File: config.mk
export PLATFORM = sky130hd
export DESIGN_NAME = lu_load_unit
export DESIGN_NICKNAME = d
export VERILOG_FILES = /design/src/lu_pkg.sv /design/src/lu_load_unit.sv
export SDC_FILE = /design/constraint.sdc
export NUM_CORES = 1
export LEC_CHECK = 0
export BUFFER_PORTS_ARGS = -buffer_cell sky130_fd_sc_hd__buf_2
export CAP_MARGIN = 40
export CORE_MARGIN = 2
export CORE_UTILIZATION = 45
export DETAILED_ROUTE_END_ITERATION = 10
export GPL_ROUTABILITY_DRIVEN = 0
export PLACE_DENSITY = 0.74
export SLEW_MARGIN = 20
export SYNTH_ARGS = -nofsm -noshare
export SYNTH_HDL_FRONTEND = slang
export SYNTH_SLANG_ARGS = --single-unit
File: constraint.sdc
create_clock -name i_clock -period 4.36 [get_ports i_clock]
set_input_delay 0.436 -clock i_clock [delete_from_list [all_inputs] [get_ports i_clock]]
set_output_delay 0.436 -clock i_clock [all_outputs]
set_load 0.02 [all_outputs]
File: src/lu_pkg.sv
// shared constants, opcodes and carrier structs for the load unit
package lu_pkg;
  // instruction field positions
  localparam int MAJOR_HI = 31;
  localparam int MAJOR_LO = 30;
  localparam int RD_HI = 29;
  localparam int RD_LO = 25;
  localparam int OPC_HI = 24;
  localparam int OPC_LO = 19;
  localparam int SRC1_HI = 18;
  localparam int SRC1_LO = 14;
  localparam int IMM_SEL_BIT = 13;
  localparam int ASI_HI = 12;
  localparam int ASI_LO = 5;
  localparam int SRC2_HI = 4;
  localparam int SRC2_LO = 0;
  localparam int SIMM_HI = 12;
  localparam logic [1:0] MAJOR_MEM = 2'h3;
  // operation codes
  localparam logic [5:0] OPC_LDSB = 6'h09;
  localparam logic [5:0] OPC_LDSH = 6'h0A;
  localparam logic [5:0] OPC_LDUB = 6'h01;
  localparam logic [5:0] OPC_LDUH = 6'h02;
  localparam logic [5:0] OPC_LDW = 6'h00;
  localparam logic [5:0] OPC_LDDW = 6'h03;
  localparam logic [5:0] OPC_LDSBA = 6'h19;
  localparam logic [5:0] OPC_LDSHA = 6'h1A;
  localparam logic [5:0] OPC_LDUBA = 6'h11;
  localparam logic [5:0] OPC_LDUHA = 6'h12;
  localparam logic [5:0] OPC_LDWA = 6'h10;
  localparam logic [5:0] OPC_LDDWA = 6'h13;
  localparam logic [5:0] OPC_FSGL = 6'h20;
  localparam logic [5:0] OPC_FDBL = 6'h23;
  localparam logic [5:0] OPC_FSTATE = 6'h21;
  localparam logic [5:0] OPC_CSGL = 6'h30;
  localparam logic [5:0] OPC_CDBL = 6'h33;
  localparam logic [5:0] OPC_CSTATE = 6'h31;
  // space identifiers for non-alternate loads
  localparam logic [7:0] ASI_USER_DATA = 8'h0A;
  localparam logic [7:0] ASI_SUPER_DATA = 8'h0B;
  // trap codes
  localparam logic [3:0] TRAP_NONE = 4'h0;
  localparam logic [3:0] TRAP_ILLEGAL = 4'h1;
  localparam logic [3:0] TRAP_PRIV = 4'h2;
  localparam logic [3:0] TRAP_MISALIGN = 4'h3;
  localparam logic [3:0] TRAP_FP_DIS = 4'h4;
  localparam logic [3:0] TRAP_FP_EXC = 4'h5;
  localparam logic [3:0] TRAP_CP_DIS = 4'h6;
  localparam logic [3:0] TRAP_DATA_EXC = 4'h7;
  localparam logic [2:0] BAD_FLOAT_REGISTER_CODE = 3'h6;
  localparam logic [2:0] FTT_NONE = 3'h0;
  // constant written to float targets on an access fault
  localparam logic [31:0] FLOAT_FAULT_FILL = 32'hFFFFFFFF;
  localparam logic [2:0] LOCK_HOLD_CYCLES = 3'h3;
  localparam logic [1:0] DEST_INT = 2'h0;
  localparam logic [1:0] DEST_FLOAT = 2'h1;
  localparam logic [1:0] DEST_FSTATE = 2'h2;
  localparam logic [1:0] DEST_COPROC = 2'h3;
  // memory request towards the data memory system
  typedef struct packed {
    logic [31:0] addr;
    logic [7:0] asi;
    logic lock;
  } lu_mem_req_s;
  // register write-back towards the core
  typedef struct packed {
    logic [1:0] file;
    logic [4:0] num;
    logic [31:0] data;
  } lu_wb_s;
endpackage

File: src/lu_load_unit.sv
// load instruction decode, checking, memory sequencing and write-back
// Operation
// - decode signed byte/halfword loads, plain and alternate
// - decode unsigned byte/halfword loads, plain and alternate
// - decode word and doubleword loads, plain and alternate
// - decode float single, pair, state loads
// - decode coprocessor single, pair, state loads
// - address is source plus source or immediate
// - narrow data right-justified, sign or zero filled
// - doubleword fills even then odd register
// - odd doubleword destination gives illegal trap
// - alternate space uses field; immediate is illegal
// - alternate loads privileged outside supervisor
// - plain loads use user or system space
// - every load is one atomic locked access
// - integer alignment checks by size, bytes unchecked
// - first word may be written before trap
// - float pair fills even then odd register
// - odd float pair gives float exception trap
// - state load waits for float unit idle
// - branch condition after state load undefined
// - float alignment checks, word or doubleword
// - float disabled or absent gives disabled trap
// - float single or pair fault fills the faulting word's target with fixed constant
`timescale 1ns/1ps
`default_nettype none
module lu_load_unit (
  input wire logic i_clock,
  input wire logic i_rst,
  input wire logic i_issue, // instruction presented this cycle
  input wire logic [31:0] i_instr,
  input wire logic [31:0] i_src1_val, // first source register value
  input wire logic [31:0] i_src2_val, // second source register value
  input wire logic i_supervisor, // supervisor bit of state register
  input wire logic i_float_enable_bit,
  input wire logic i_float_present,
  input wire logic i_coproc_enable,
  input wire logic i_coproc_present,
  input wire logic i_float_busy, // float operates still running
  input wire logic i_mem_ready, // memory answer valid
  input wire logic [31:0] i_mem_rdata,
  input wire logic i_mem_fault, // data access exception
  output logic o_busy,
  output logic o_mem_valid,
  output lu_pkg::lu_mem_req_s o_mem_req,
  output logic o_wb_valid,
  output lu_pkg::lu_wb_s o_wb,
  output logic o_trap_valid,
  output logic [3:0] o_trap_code,
  output logic [2:0] o_float_trap_type,
  output logic o_done,
  output logic o_fcc_undefined // float condition not yet reliable
);
  // sequencer states: idle, float drain, first word, second word
  // only one load is ever in flight, so no queue of contexts is kept
  // the second word state is reached only by pair loads
  typedef enum {ST_IDLE, ST_WAIT_FLOAT, ST_FIRST, ST_SECOND} lu_state_e;

  // decoded view of one load
  typedef struct packed {
    logic valid;
    logic is_alt;
    logic is_signed;
    logic [1:0] size_log; // 0 byte, 1 half, 2 word, 3 double
    logic [1:0] file;
  } lu_dec_s;

  // operation code to load class
  function automatic lu_dec_s decode_op(input logic [5:0] opc);
    lu_dec_s d;
    d = '0;
    d.valid = 1'b1;
    d.file = lu_pkg::DEST_INT;
    case (opc)
      lu_pkg::OPC_LDSB, lu_pkg::OPC_LDSBA: begin
        d.is_signed = 1'b1;
        d.size_log = 2'h0;
      end
      lu_pkg::OPC_LDSH, lu_pkg::OPC_LDSHA: begin
        d.is_signed = 1'b1;
        d.size_log = 2'h1;
      end
      lu_pkg::OPC_LDUB, lu_pkg::OPC_LDUBA: d.size_log = 2'h0;
      lu_pkg::OPC_LDUH, lu_pkg::OPC_LDUHA: d.size_log = 2'h1;
      lu_pkg::OPC_LDW, lu_pkg::OPC_LDWA: d.size_log = 2'h2;
      lu_pkg::OPC_LDDW, lu_pkg::OPC_LDDWA: d.size_log = 2'h3;
      lu_pkg::OPC_FSGL: begin
        d.size_log = 2'h2;
        d.file = lu_pkg::DEST_FLOAT;
      end
      lu_pkg::OPC_FDBL: begin
        d.size_log = 2'h3;
        d.file = lu_pkg::DEST_FLOAT;
      end
      lu_pkg::OPC_FSTATE: begin
        d.size_log = 2'h2;
        d.file = lu_pkg::DEST_FSTATE;
      end
      lu_pkg::OPC_CSGL, lu_pkg::OPC_CSTATE: begin
        d.size_log = 2'h2;
        d.file = lu_pkg::DEST_COPROC;
      end
      lu_pkg::OPC_CDBL: begin
        d.size_log = 2'h3;
        d.file = lu_pkg::DEST_COPROC;
      end
      default: d.valid = 1'b0;
    endcase
    // alternate forms have bit 4 of the code set in the integer group
    d.is_alt = d.valid && (opc[5:4] == 2'h1);
    return d;
  endfunction

  // field extraction
  logic [1:0] major;
  logic [4:0] rd_field;
  logic [5:0] operation_code_field;
  logic imm_sel;
  logic [7:0] asi_field;
  logic [31:0] signed_immediate_field;
  lu_dec_s dec;
  assign major = i_instr[lu_pkg::MAJOR_HI:lu_pkg::MAJOR_LO];
  assign rd_field = i_instr[lu_pkg::RD_HI:lu_pkg::RD_LO];
  assign operation_code_field = i_instr[lu_pkg::OPC_HI:lu_pkg::OPC_LO];
  assign imm_sel = i_instr[lu_pkg::IMM_SEL_BIT];
  assign asi_field = i_instr[lu_pkg::ASI_HI:lu_pkg::ASI_LO];
  assign signed_immediate_field = {{19{i_instr[lu_pkg::SIMM_HI]}},
    i_instr[lu_pkg::SIMM_HI:0]};
  assign dec = decode_op(operation_code_field);

  // effective address
  // wraps modulo 2^32; overflow is not a fault
  // immediate form ignores the second source value entirely
  logic [31:0] eff_addr;
  assign eff_addr = i_src1_val +
    (imm_sel ? signed_immediate_field : i_src2_val);

  // trap checks in priority order
  // every check uses the issue-cycle view of the instruction
  // a trapped load never reaches memory, so nothing is half done
  // only a data fault on a pair's second word, or on any word of a float single or pair load, leaves partial state
  logic misaligned;
  logic [3:0] issue_trap;
  logic [2:0] issue_ftt;
  always_comb begin
    case (dec.size_log)
      2'h0: misaligned = 1'b0;
      2'h1: misaligned = eff_addr[0];
      2'h2: misaligned = |eff_addr[1:0];
      default: misaligned = |eff_addr[2:0];
    endcase
  end
  always_comb begin
    issue_trap = lu_pkg::TRAP_NONE;
    issue_ftt = lu_pkg::FTT_NONE;
    if (major != lu_pkg::MAJOR_MEM || !dec.valid) begin
      issue_trap = lu_pkg::TRAP_ILLEGAL;
    end else if (dec.is_alt && imm_sel) begin
      issue_trap = lu_pkg::TRAP_ILLEGAL;
    end else if (dec.is_alt && !i_supervisor) begin
      issue_trap = lu_pkg::TRAP_PRIV;
    end else if ((dec.file == lu_pkg::DEST_FLOAT ||
      dec.file == lu_pkg::DEST_FSTATE) &&
      (!i_float_enable_bit || !i_float_present)) begin
      issue_trap = lu_pkg::TRAP_FP_DIS;
    end else if (dec.file == lu_pkg::DEST_COPROC &&
      (!i_coproc_enable || !i_coproc_present)) begin
      issue_trap = lu_pkg::TRAP_CP_DIS;
    end else if (dec.file == lu_pkg::DEST_INT && dec.size_log == 2'h3 &&
      rd_field[0]) begin
      issue_trap = lu_pkg::TRAP_ILLEGAL;
    end else if (dec.file == lu_pkg::DEST_FLOAT && dec.size_log == 2'h3 &&
      rd_field[0]) begin
      issue_trap = lu_pkg::TRAP_FP_EXC;
      issue_ftt = lu_pkg::BAD_FLOAT_REGISTER_CODE;
    end else if (misaligned) begin
      issue_trap = lu_pkg::TRAP_MISALIGN;
    end
  end

  // captured load context
  lu_state_e state_q;
  logic [31:0] addr_q;
  logic [7:0] asi_q;
  logic [4:0] rd_q;
  lu_dec_s dec_q;
  logic accept;
  assign accept = i_issue && state_q == ST_IDLE &&
    issue_trap == lu_pkg::TRAP_NONE;

  // sequencer
  // a new issue is taken only in idle; issues while busy are dropped
  // a fault on the first word ends the load at once
  always_ff @(posedge i_clock) begin
    if (i_rst) begin
      state_q <= ST_IDLE;
    end else begin
      case (state_q)
        ST_IDLE: begin
          if (accept && dec.file == lu_pkg::DEST_FSTATE) begin
            state_q <= ST_WAIT_FLOAT;
          end else if (accept) begin
            state_q <= ST_FIRST;
          end
        end
        ST_WAIT_FLOAT: begin
          if (!i_float_busy) begin
            state_q <= ST_FIRST;
          end
        end
        ST_FIRST: begin
          if (i_mem_ready && !i_mem_fault && dec_q.size_log == 2'h3) begin
            state_q <= ST_SECOND;
          end else if (i_mem_ready) begin
            state_q <= ST_IDLE;
          end
        end
        ST_SECOND: begin
          if (i_mem_ready) begin
            state_q <= ST_IDLE;
          end
        end
        default: state_q <= ST_IDLE;
      endcase
    end
  end

  // context capture; the second word goes to address plus four
  always_ff @(posedge i_clock) begin
    if (i_rst) begin
      addr_q <= 32'h00000000;
      asi_q <= 8'h00;
      rd_q <= 5'h00;
      dec_q <= '0;
    end else if (accept) begin
      addr_q <= eff_addr;
      rd_q <= rd_field;
      dec_q <= dec;
      if (dec.is_alt) begin
        asi_q <= asi_field;
      end else if (i_supervisor) begin
        asi_q <= lu_pkg::ASI_SUPER_DATA;
      end else begin
        asi_q <= lu_pkg::ASI_USER_DATA;
      end
    end else if (state_q == ST_FIRST && i_mem_ready) begin
      addr_q <= addr_q + 32'h00000004;
    end
  end

  // memory request; lock held across both words of a pair
  // request fields come from flip-flops and stay put until ready
  // lock keeps other masters out between the two words
  assign o_mem_valid = (state_q == ST_FIRST) || (state_q == ST_SECOND);
  assign o_mem_req.addr = addr_q;
  assign o_mem_req.asi = asi_q;
  assign o_mem_req.lock = o_mem_valid;
  assign o_busy = state_q != ST_IDLE;

  // byte lane steering and extension, big-endian lanes
  // lane 0 sits in the top byte of the memory word
  // words and pairs pass through unchanged
  logic [31:0] load_data;
  always_comb begin
    case (dec_q.size_log)
      2'h0: begin
        case (addr_q[1:0])
          2'h0: load_data = {24'h000000, i_mem_rdata[31:24]};
          2'h1: load_data = {24'h000000, i_mem_rdata[23:16]};
          2'h2: load_data = {24'h000000, i_mem_rdata[15:8]};
          default: load_data = {24'h000000, i_mem_rdata[7:0]};
        endcase
        if (dec_q.is_signed) begin
          load_data[31:8] = {24{load_data[7]}};
        end
      end
      2'h1: begin
        load_data = addr_q[1] ? {16'h0000, i_mem_rdata[15:0]} :
          {16'h0000, i_mem_rdata[31:16]};
        if (dec_q.is_signed) begin
          load_data[31:16] = {16{load_data[15]}};
        end
      end
      default: load_data = i_mem_rdata;
    endcase
  end

  // write-back, traps and completion
  // all three are one-cycle pulses; payload fields hold until reused
  // done marks only the last word of a successful load
  always_ff @(posedge i_clock) begin
    if (i_rst) begin
      o_wb_valid <= 1'b0;
      o_wb <= '0;
      o_trap_valid <= 1'b0;
      o_trap_code <= lu_pkg::TRAP_NONE;
      o_float_trap_type <= lu_pkg::FTT_NONE;
      o_done <= 1'b0;
    end else begin
      o_wb_valid <= 1'b0;
      o_trap_valid <= 1'b0;
      o_done <= 1'b0;
      if (state_q == ST_IDLE && i_issue &&
        issue_trap != lu_pkg::TRAP_NONE) begin
        o_trap_valid <= 1'b1;
        o_trap_code <= issue_trap;
        o_float_trap_type <= issue_ftt;
      end else if ((state_q == ST_FIRST || state_q == ST_SECOND) &&
        i_mem_ready) begin
        o_wb.file <= dec_q.file;
        // pair: even register first, then odd one
        o_wb.num <= (state_q == ST_SECOND) ? (rd_q | 5'h01) :
          (dec_q.size_log == 2'h3 ? (rd_q & 5'h1E) : rd_q);
        if (i_mem_fault) begin
          // earlier first word of a pair stays written
          o_trap_valid <= 1'b1;
          o_trap_code <= lu_pkg::TRAP_DATA_EXC;
          o_float_trap_type <= lu_pkg::FTT_NONE;
          o_wb.data <= lu_pkg::FLOAT_FAULT_FILL;
          o_wb_valid <= dec_q.file == lu_pkg::DEST_FLOAT;
        end else begin
          o_wb.data <= load_data;
          // integer write to register zero is dropped by the core
          o_wb_valid <= 1'b1;
          o_done <= state_q == ST_SECOND || dec_q.size_log != 2'h3;
        end
      end
    end
  end

  // hold-off window after a state register load
  // counts issued instructions, not clock cycles
  // a user must not trust the branch condition while this is set
  logic [2:0] fcc_count_q;
  always_ff @(posedge i_clock) begin
    if (i_rst) begin
      fcc_count_q <= 3'h0;
    end else if (o_done && dec_q.file == lu_pkg::DEST_FSTATE) begin
      fcc_count_q <= lu_pkg::LOCK_HOLD_CYCLES;
    end else if (fcc_count_q != 3'h0 && i_issue) begin
      fcc_count_q <= fcc_count_q - 3'h1;
    end
  end
  assign o_fcc_undefined = fcc_count_q != 3'h0;
endmodule
`default_nettype wire

==> impl_metrics.csv <==
group,metric,value,unit
setup_path,cp_cell_sequence,"buf_2 -> buf_4 -> mux2_2 -> ha_1 -> a21o_1 -> or3_1 -> o211ai_1 -> nand2_1 -> a21o_1 -> a2111oi_1 -> nor3_1 -> a2111oi_2",
setup_path,cp-end-kind,"register",
clocking,clkLatencyLatePin,0.42,ns
run,maxCapViolCount,0,
clocking,cts_setup_buffers,0,
sta,setup_slack,0.903,ns
power,p_sw,0.842,mW
sta,tightest_slew,0.831,ns
routing,wl_per_cell,15.1,µm
setup_path,critPathLaunchType,"primary input",
place,post-place-ws,0.410,ns
global_routing,grt_util_all_layers,23.7,%
global_routing,use_met1,30.2,%
clocking,cts_resized,0,
synthesis,synthArstFlopShare,0,%
cells_and_area,fin_nets,1361,
clocking,clk_pin_slew,0.06,ns
floorplan,fp-row-count,47,
floorplan,die_area,18100,µm²
cells_and_area,drive_above_1_share,24.9,%
clocking,cts_num_sinks,131,
setup_path,cp_slowest_cell,"a2111oi_1",
sta,layout_worst_path_cycle_share,79.3,%
clocking,cts_buffers,17,
clocking,cts_buffer_depth,2,
synthesis,syn_inst,949,
clocking,root_buffer,"clkbuf_16",
sta,grt_setup_unrepaired,"false",
cells_and_area,num_antenna_cells,0,
synthesis,synth_edf_count,0,
setup_path,crit_start,"i_instr[13]",
setup_path,path_class,"in2reg",
setup_path,r2r_cells,8,
power,p_leak,4.36,nW
sta,min_period,3.46,ns
sta,max_freq,289,MHz
hold_path,whs_path_depth,3,
power,switching_share,24.9,%
power,p_seq_share,36.4,%
clocking,cts_tree,"yes",
global_routing,grt_max_degree,59,
clocking,clock_tree.htree_level_count,4,
routing,drt-initial-drc-count,423,
place,post-dp-hpwl,16100,µm
floorplan,start_util,46.1,%
floorplan,die_h,135,µm
setup_path,slowest_delay,0.48,ns
global_routing,antenna_found_initial,0,
hold_path,hold_path.class,"in2reg",
sta,hold_violations,0,
setup_path,regToRegEndpoint,"addr_q[28]",
routing,viasPerCell,5.43,
sta,slew_headroom,43.7,%
global_routing,grt_overflow,0,
clocking,ctsHoldBuffers,0,
sta,timing.setup.tns,0,ns
synthesis,syn_area_per_cell,8.09,µm²
routing,ant_nets,0,
routing,wl,21400,µm
global_routing,grt_pass1_vias,7259,
cells_and_area,seq_area,2620,µm²
synthesis,yosysUniqueCellTypes,72,
cells_and_area,fillers,1539,
power,cell_internal_pwr,2.54,mW
global_routing,grt.busiest_layer,"met2",
setup_path,timing.rr.start,"state_q[5]",
setup_path,worstPathRequired,4.67,ns
power,p_per_area,346,nW/µm²
global_routing,grt_pass1_wl,35000,µm
sta,maxSlewViolCount,0,
setup_path,critical_path.max_fanout,16,
floorplan,core_area,16600,µm²
setup_path,ff2ff_setup_slack,1.53,ns
power,total_power,3.38,mW
sta,skew,0.00996,ns
setup_path,crit_top_cell,"a21o_1",
routing,drc_errors,0,
synthesis,synth.cell_area,7680,µm²
hold_path,worstHoldStart,"i_instr[26]",
place,port_buffers,224,
global_routing,grtUsageMet3,5.67,%
floorplan,fp.dieW,135,µm
synthesis,ys_seq_area_share,34.2,%
power,power_frac_comb,15.6,%
synthesis,ys_warn_count,0,
routing,drt_first_pass_iters,7,
synthesis,synth_flop_cell,"dfxtp_1",
hold_path,whs_endpoint,"rd_q[1]",
sta,holdWs,0.264,ns
setup_path,cp.arrival,3.77,ns
outcome,status,"finished clean",
routing,dr_total_vias,7684,
floorplan,ioPinCount,232,
cells_and_area,area_growth,27.0,%
global_routing,grtUsageMet2,39.7,%
power,vdd_drop_max,0.000324,V
sta,setup_viol,0,
power,clock_power_share,48.0,%
cells_and_area,multi_input_area,4780,µm²
synthesis,ys_ff_latch,131,
-- per-layer routing --
layer  up-vias  wire length, µm
met4         0              369
met1      3550             9520
li1       3860                -
met3        35             1360
met2       239            10100
met5         -                0
-- power by group through the flow --
stage | logic [mW] | registers (mW) | clock network [mW]
after floorplan | 0.369 | 1.25 | 0
after global placement | 0.518 | 1.25 | 0
after detailed placement | 0.523 | 1.26 | 0
after CTS | 0.526 | 1.23 | 1.65
after global routing | 0.596 | 1.23 | 1.69
final | 0.528 | 1.23 | 1.62
-- logic make-up after synthesis --
group	synth area share, %
flops	34.2
buf+inv	5.30
simple gates	20.8
fa+ha+maj	6.45
compound gates	23.7
other cells	0.0488
xor+xnor	5.91
mux	3.60
-- state kept, by name (all words and copies together), names as in the netlist, 3 cells and up --
name         count
state_q         32
asi_q            8
o_trap_code      3
o_wb            39
dec_q            5
fcc_count_q      3
addr_q          32
rd_q             5
-- synthesized netlist by cell type (12+ instances only) --
cell      instances  area share [%]
o211ai_1         13             1.3
mux2i_1          13             1.7
a211oi_1         44             4.3
xnor2_1          29             3.3
mux2_2           12             1.8
o21ai_0          44             2.9
and3_1           20             1.6
xor2_1           21             2.4
dfxtp_1         131              34
ha_1             38             6.2
nand2_1          97             4.7
a21oi_1          81             5.3
clkbuf_1         38             1.9
nand3_1          21             1.4
nor3_1           26             1.7
inv_1            38             1.9
a21o_1           16             1.6
nor2_1           95             4.6
nand4_1          14             1.1
-- worst max-delay path, delay by kind of cell --
family,cells,cell delay (ns)
fa+ha+maj,1,0.34
simple gates,3,0.67
mux,1,0.34
buf+inv,2,0.53
compound gates,5,1.44
-- worst max path at each step --
stage / end / slack [ns] / cells after the start
6_report: addr_q[28] / 0.90 / 12
5_1_grt: addr_q[28] / 0.72 / 12
4_1_cts: addr_q[28] / 0.84 / 12
3_5_place_dp: addr_q[28] / 0.41 / 12
3_3_place_gp: addr_q[20] / 0.49 / 13
2_1_floorplan: addr_q[25] / 0.70 / 14
-- cells in the final DEF (no fill, tap or decap), types with 3 or more instances in the layout --
master / netlist / final
a211o_1: 4 / 4
a211oi_1: 44 / 44
a21o_1: 16 / 16
a21oi_1: 81 / 81
a221oi_1: 9 / 9
a22o_1: 10 / 10
a22oi_1: 3 / 3
a31oi_1: 11 / 11
and2_1: 7 / 7
and3_1: 20 / 20
and4_1: 3 / 3
buf_2: 7 / 223
buf_4: 6 / 15
bufinv_16: 0 / 6
clkbuf_16: 0 / 17
conb_1: 1 / 32
dfxtp_1: 131 / 131
ha_1: 38 / 38
inv_1: 38 / 38
mux2_2: 12 / 12
mux2i_1: 13 / 13
nand2_1: 97 / 97
nand2b_1: 11 / 11
nand3_1: 21 / 21
nand4_1: 14 / 14
nor2_1: 95 / 95
nor2b_1: 5 / 5
nor3_1: 26 / 26
nor3b_1: 4 / 4
nor4_1: 9 / 8
o211ai_1: 13 / 13
o21a_1: 4 / 4
o21ai_0: 44 / 44
o21ai_1: 4 / 4
o21bai_1: 5 / 5
o2bb2ai_1: 3 / 3
or3_1: 6 / 6
xnor2_1: 29 / 29
xor2_1: 21 / 21
-- cell type report --
cell class                      instances  share of cell area (%)
Inverter                               38                    1.46
Multi-Input combinational cell        755                    49.0
Clock inverter                         12                    2.33
Sequential cell                       131                    26.9
Timing Repair Buffer                  240                    13.0
Tap cell                              220                    2.82
Clock buffer                           19                    4.54
-- through the flow --
step	instance area, µm²	utilization (%)	instances
after CTS	9740	58.5	1414
after floorplan	7790	-	980
after global routing	9750	58.6	1415
after detailed placement	9070	54.5	1383
after global placement	9070	54.5	1383
final	9750	58.6	1415
No activity file was read; power rests on OpenSTA's default activity.
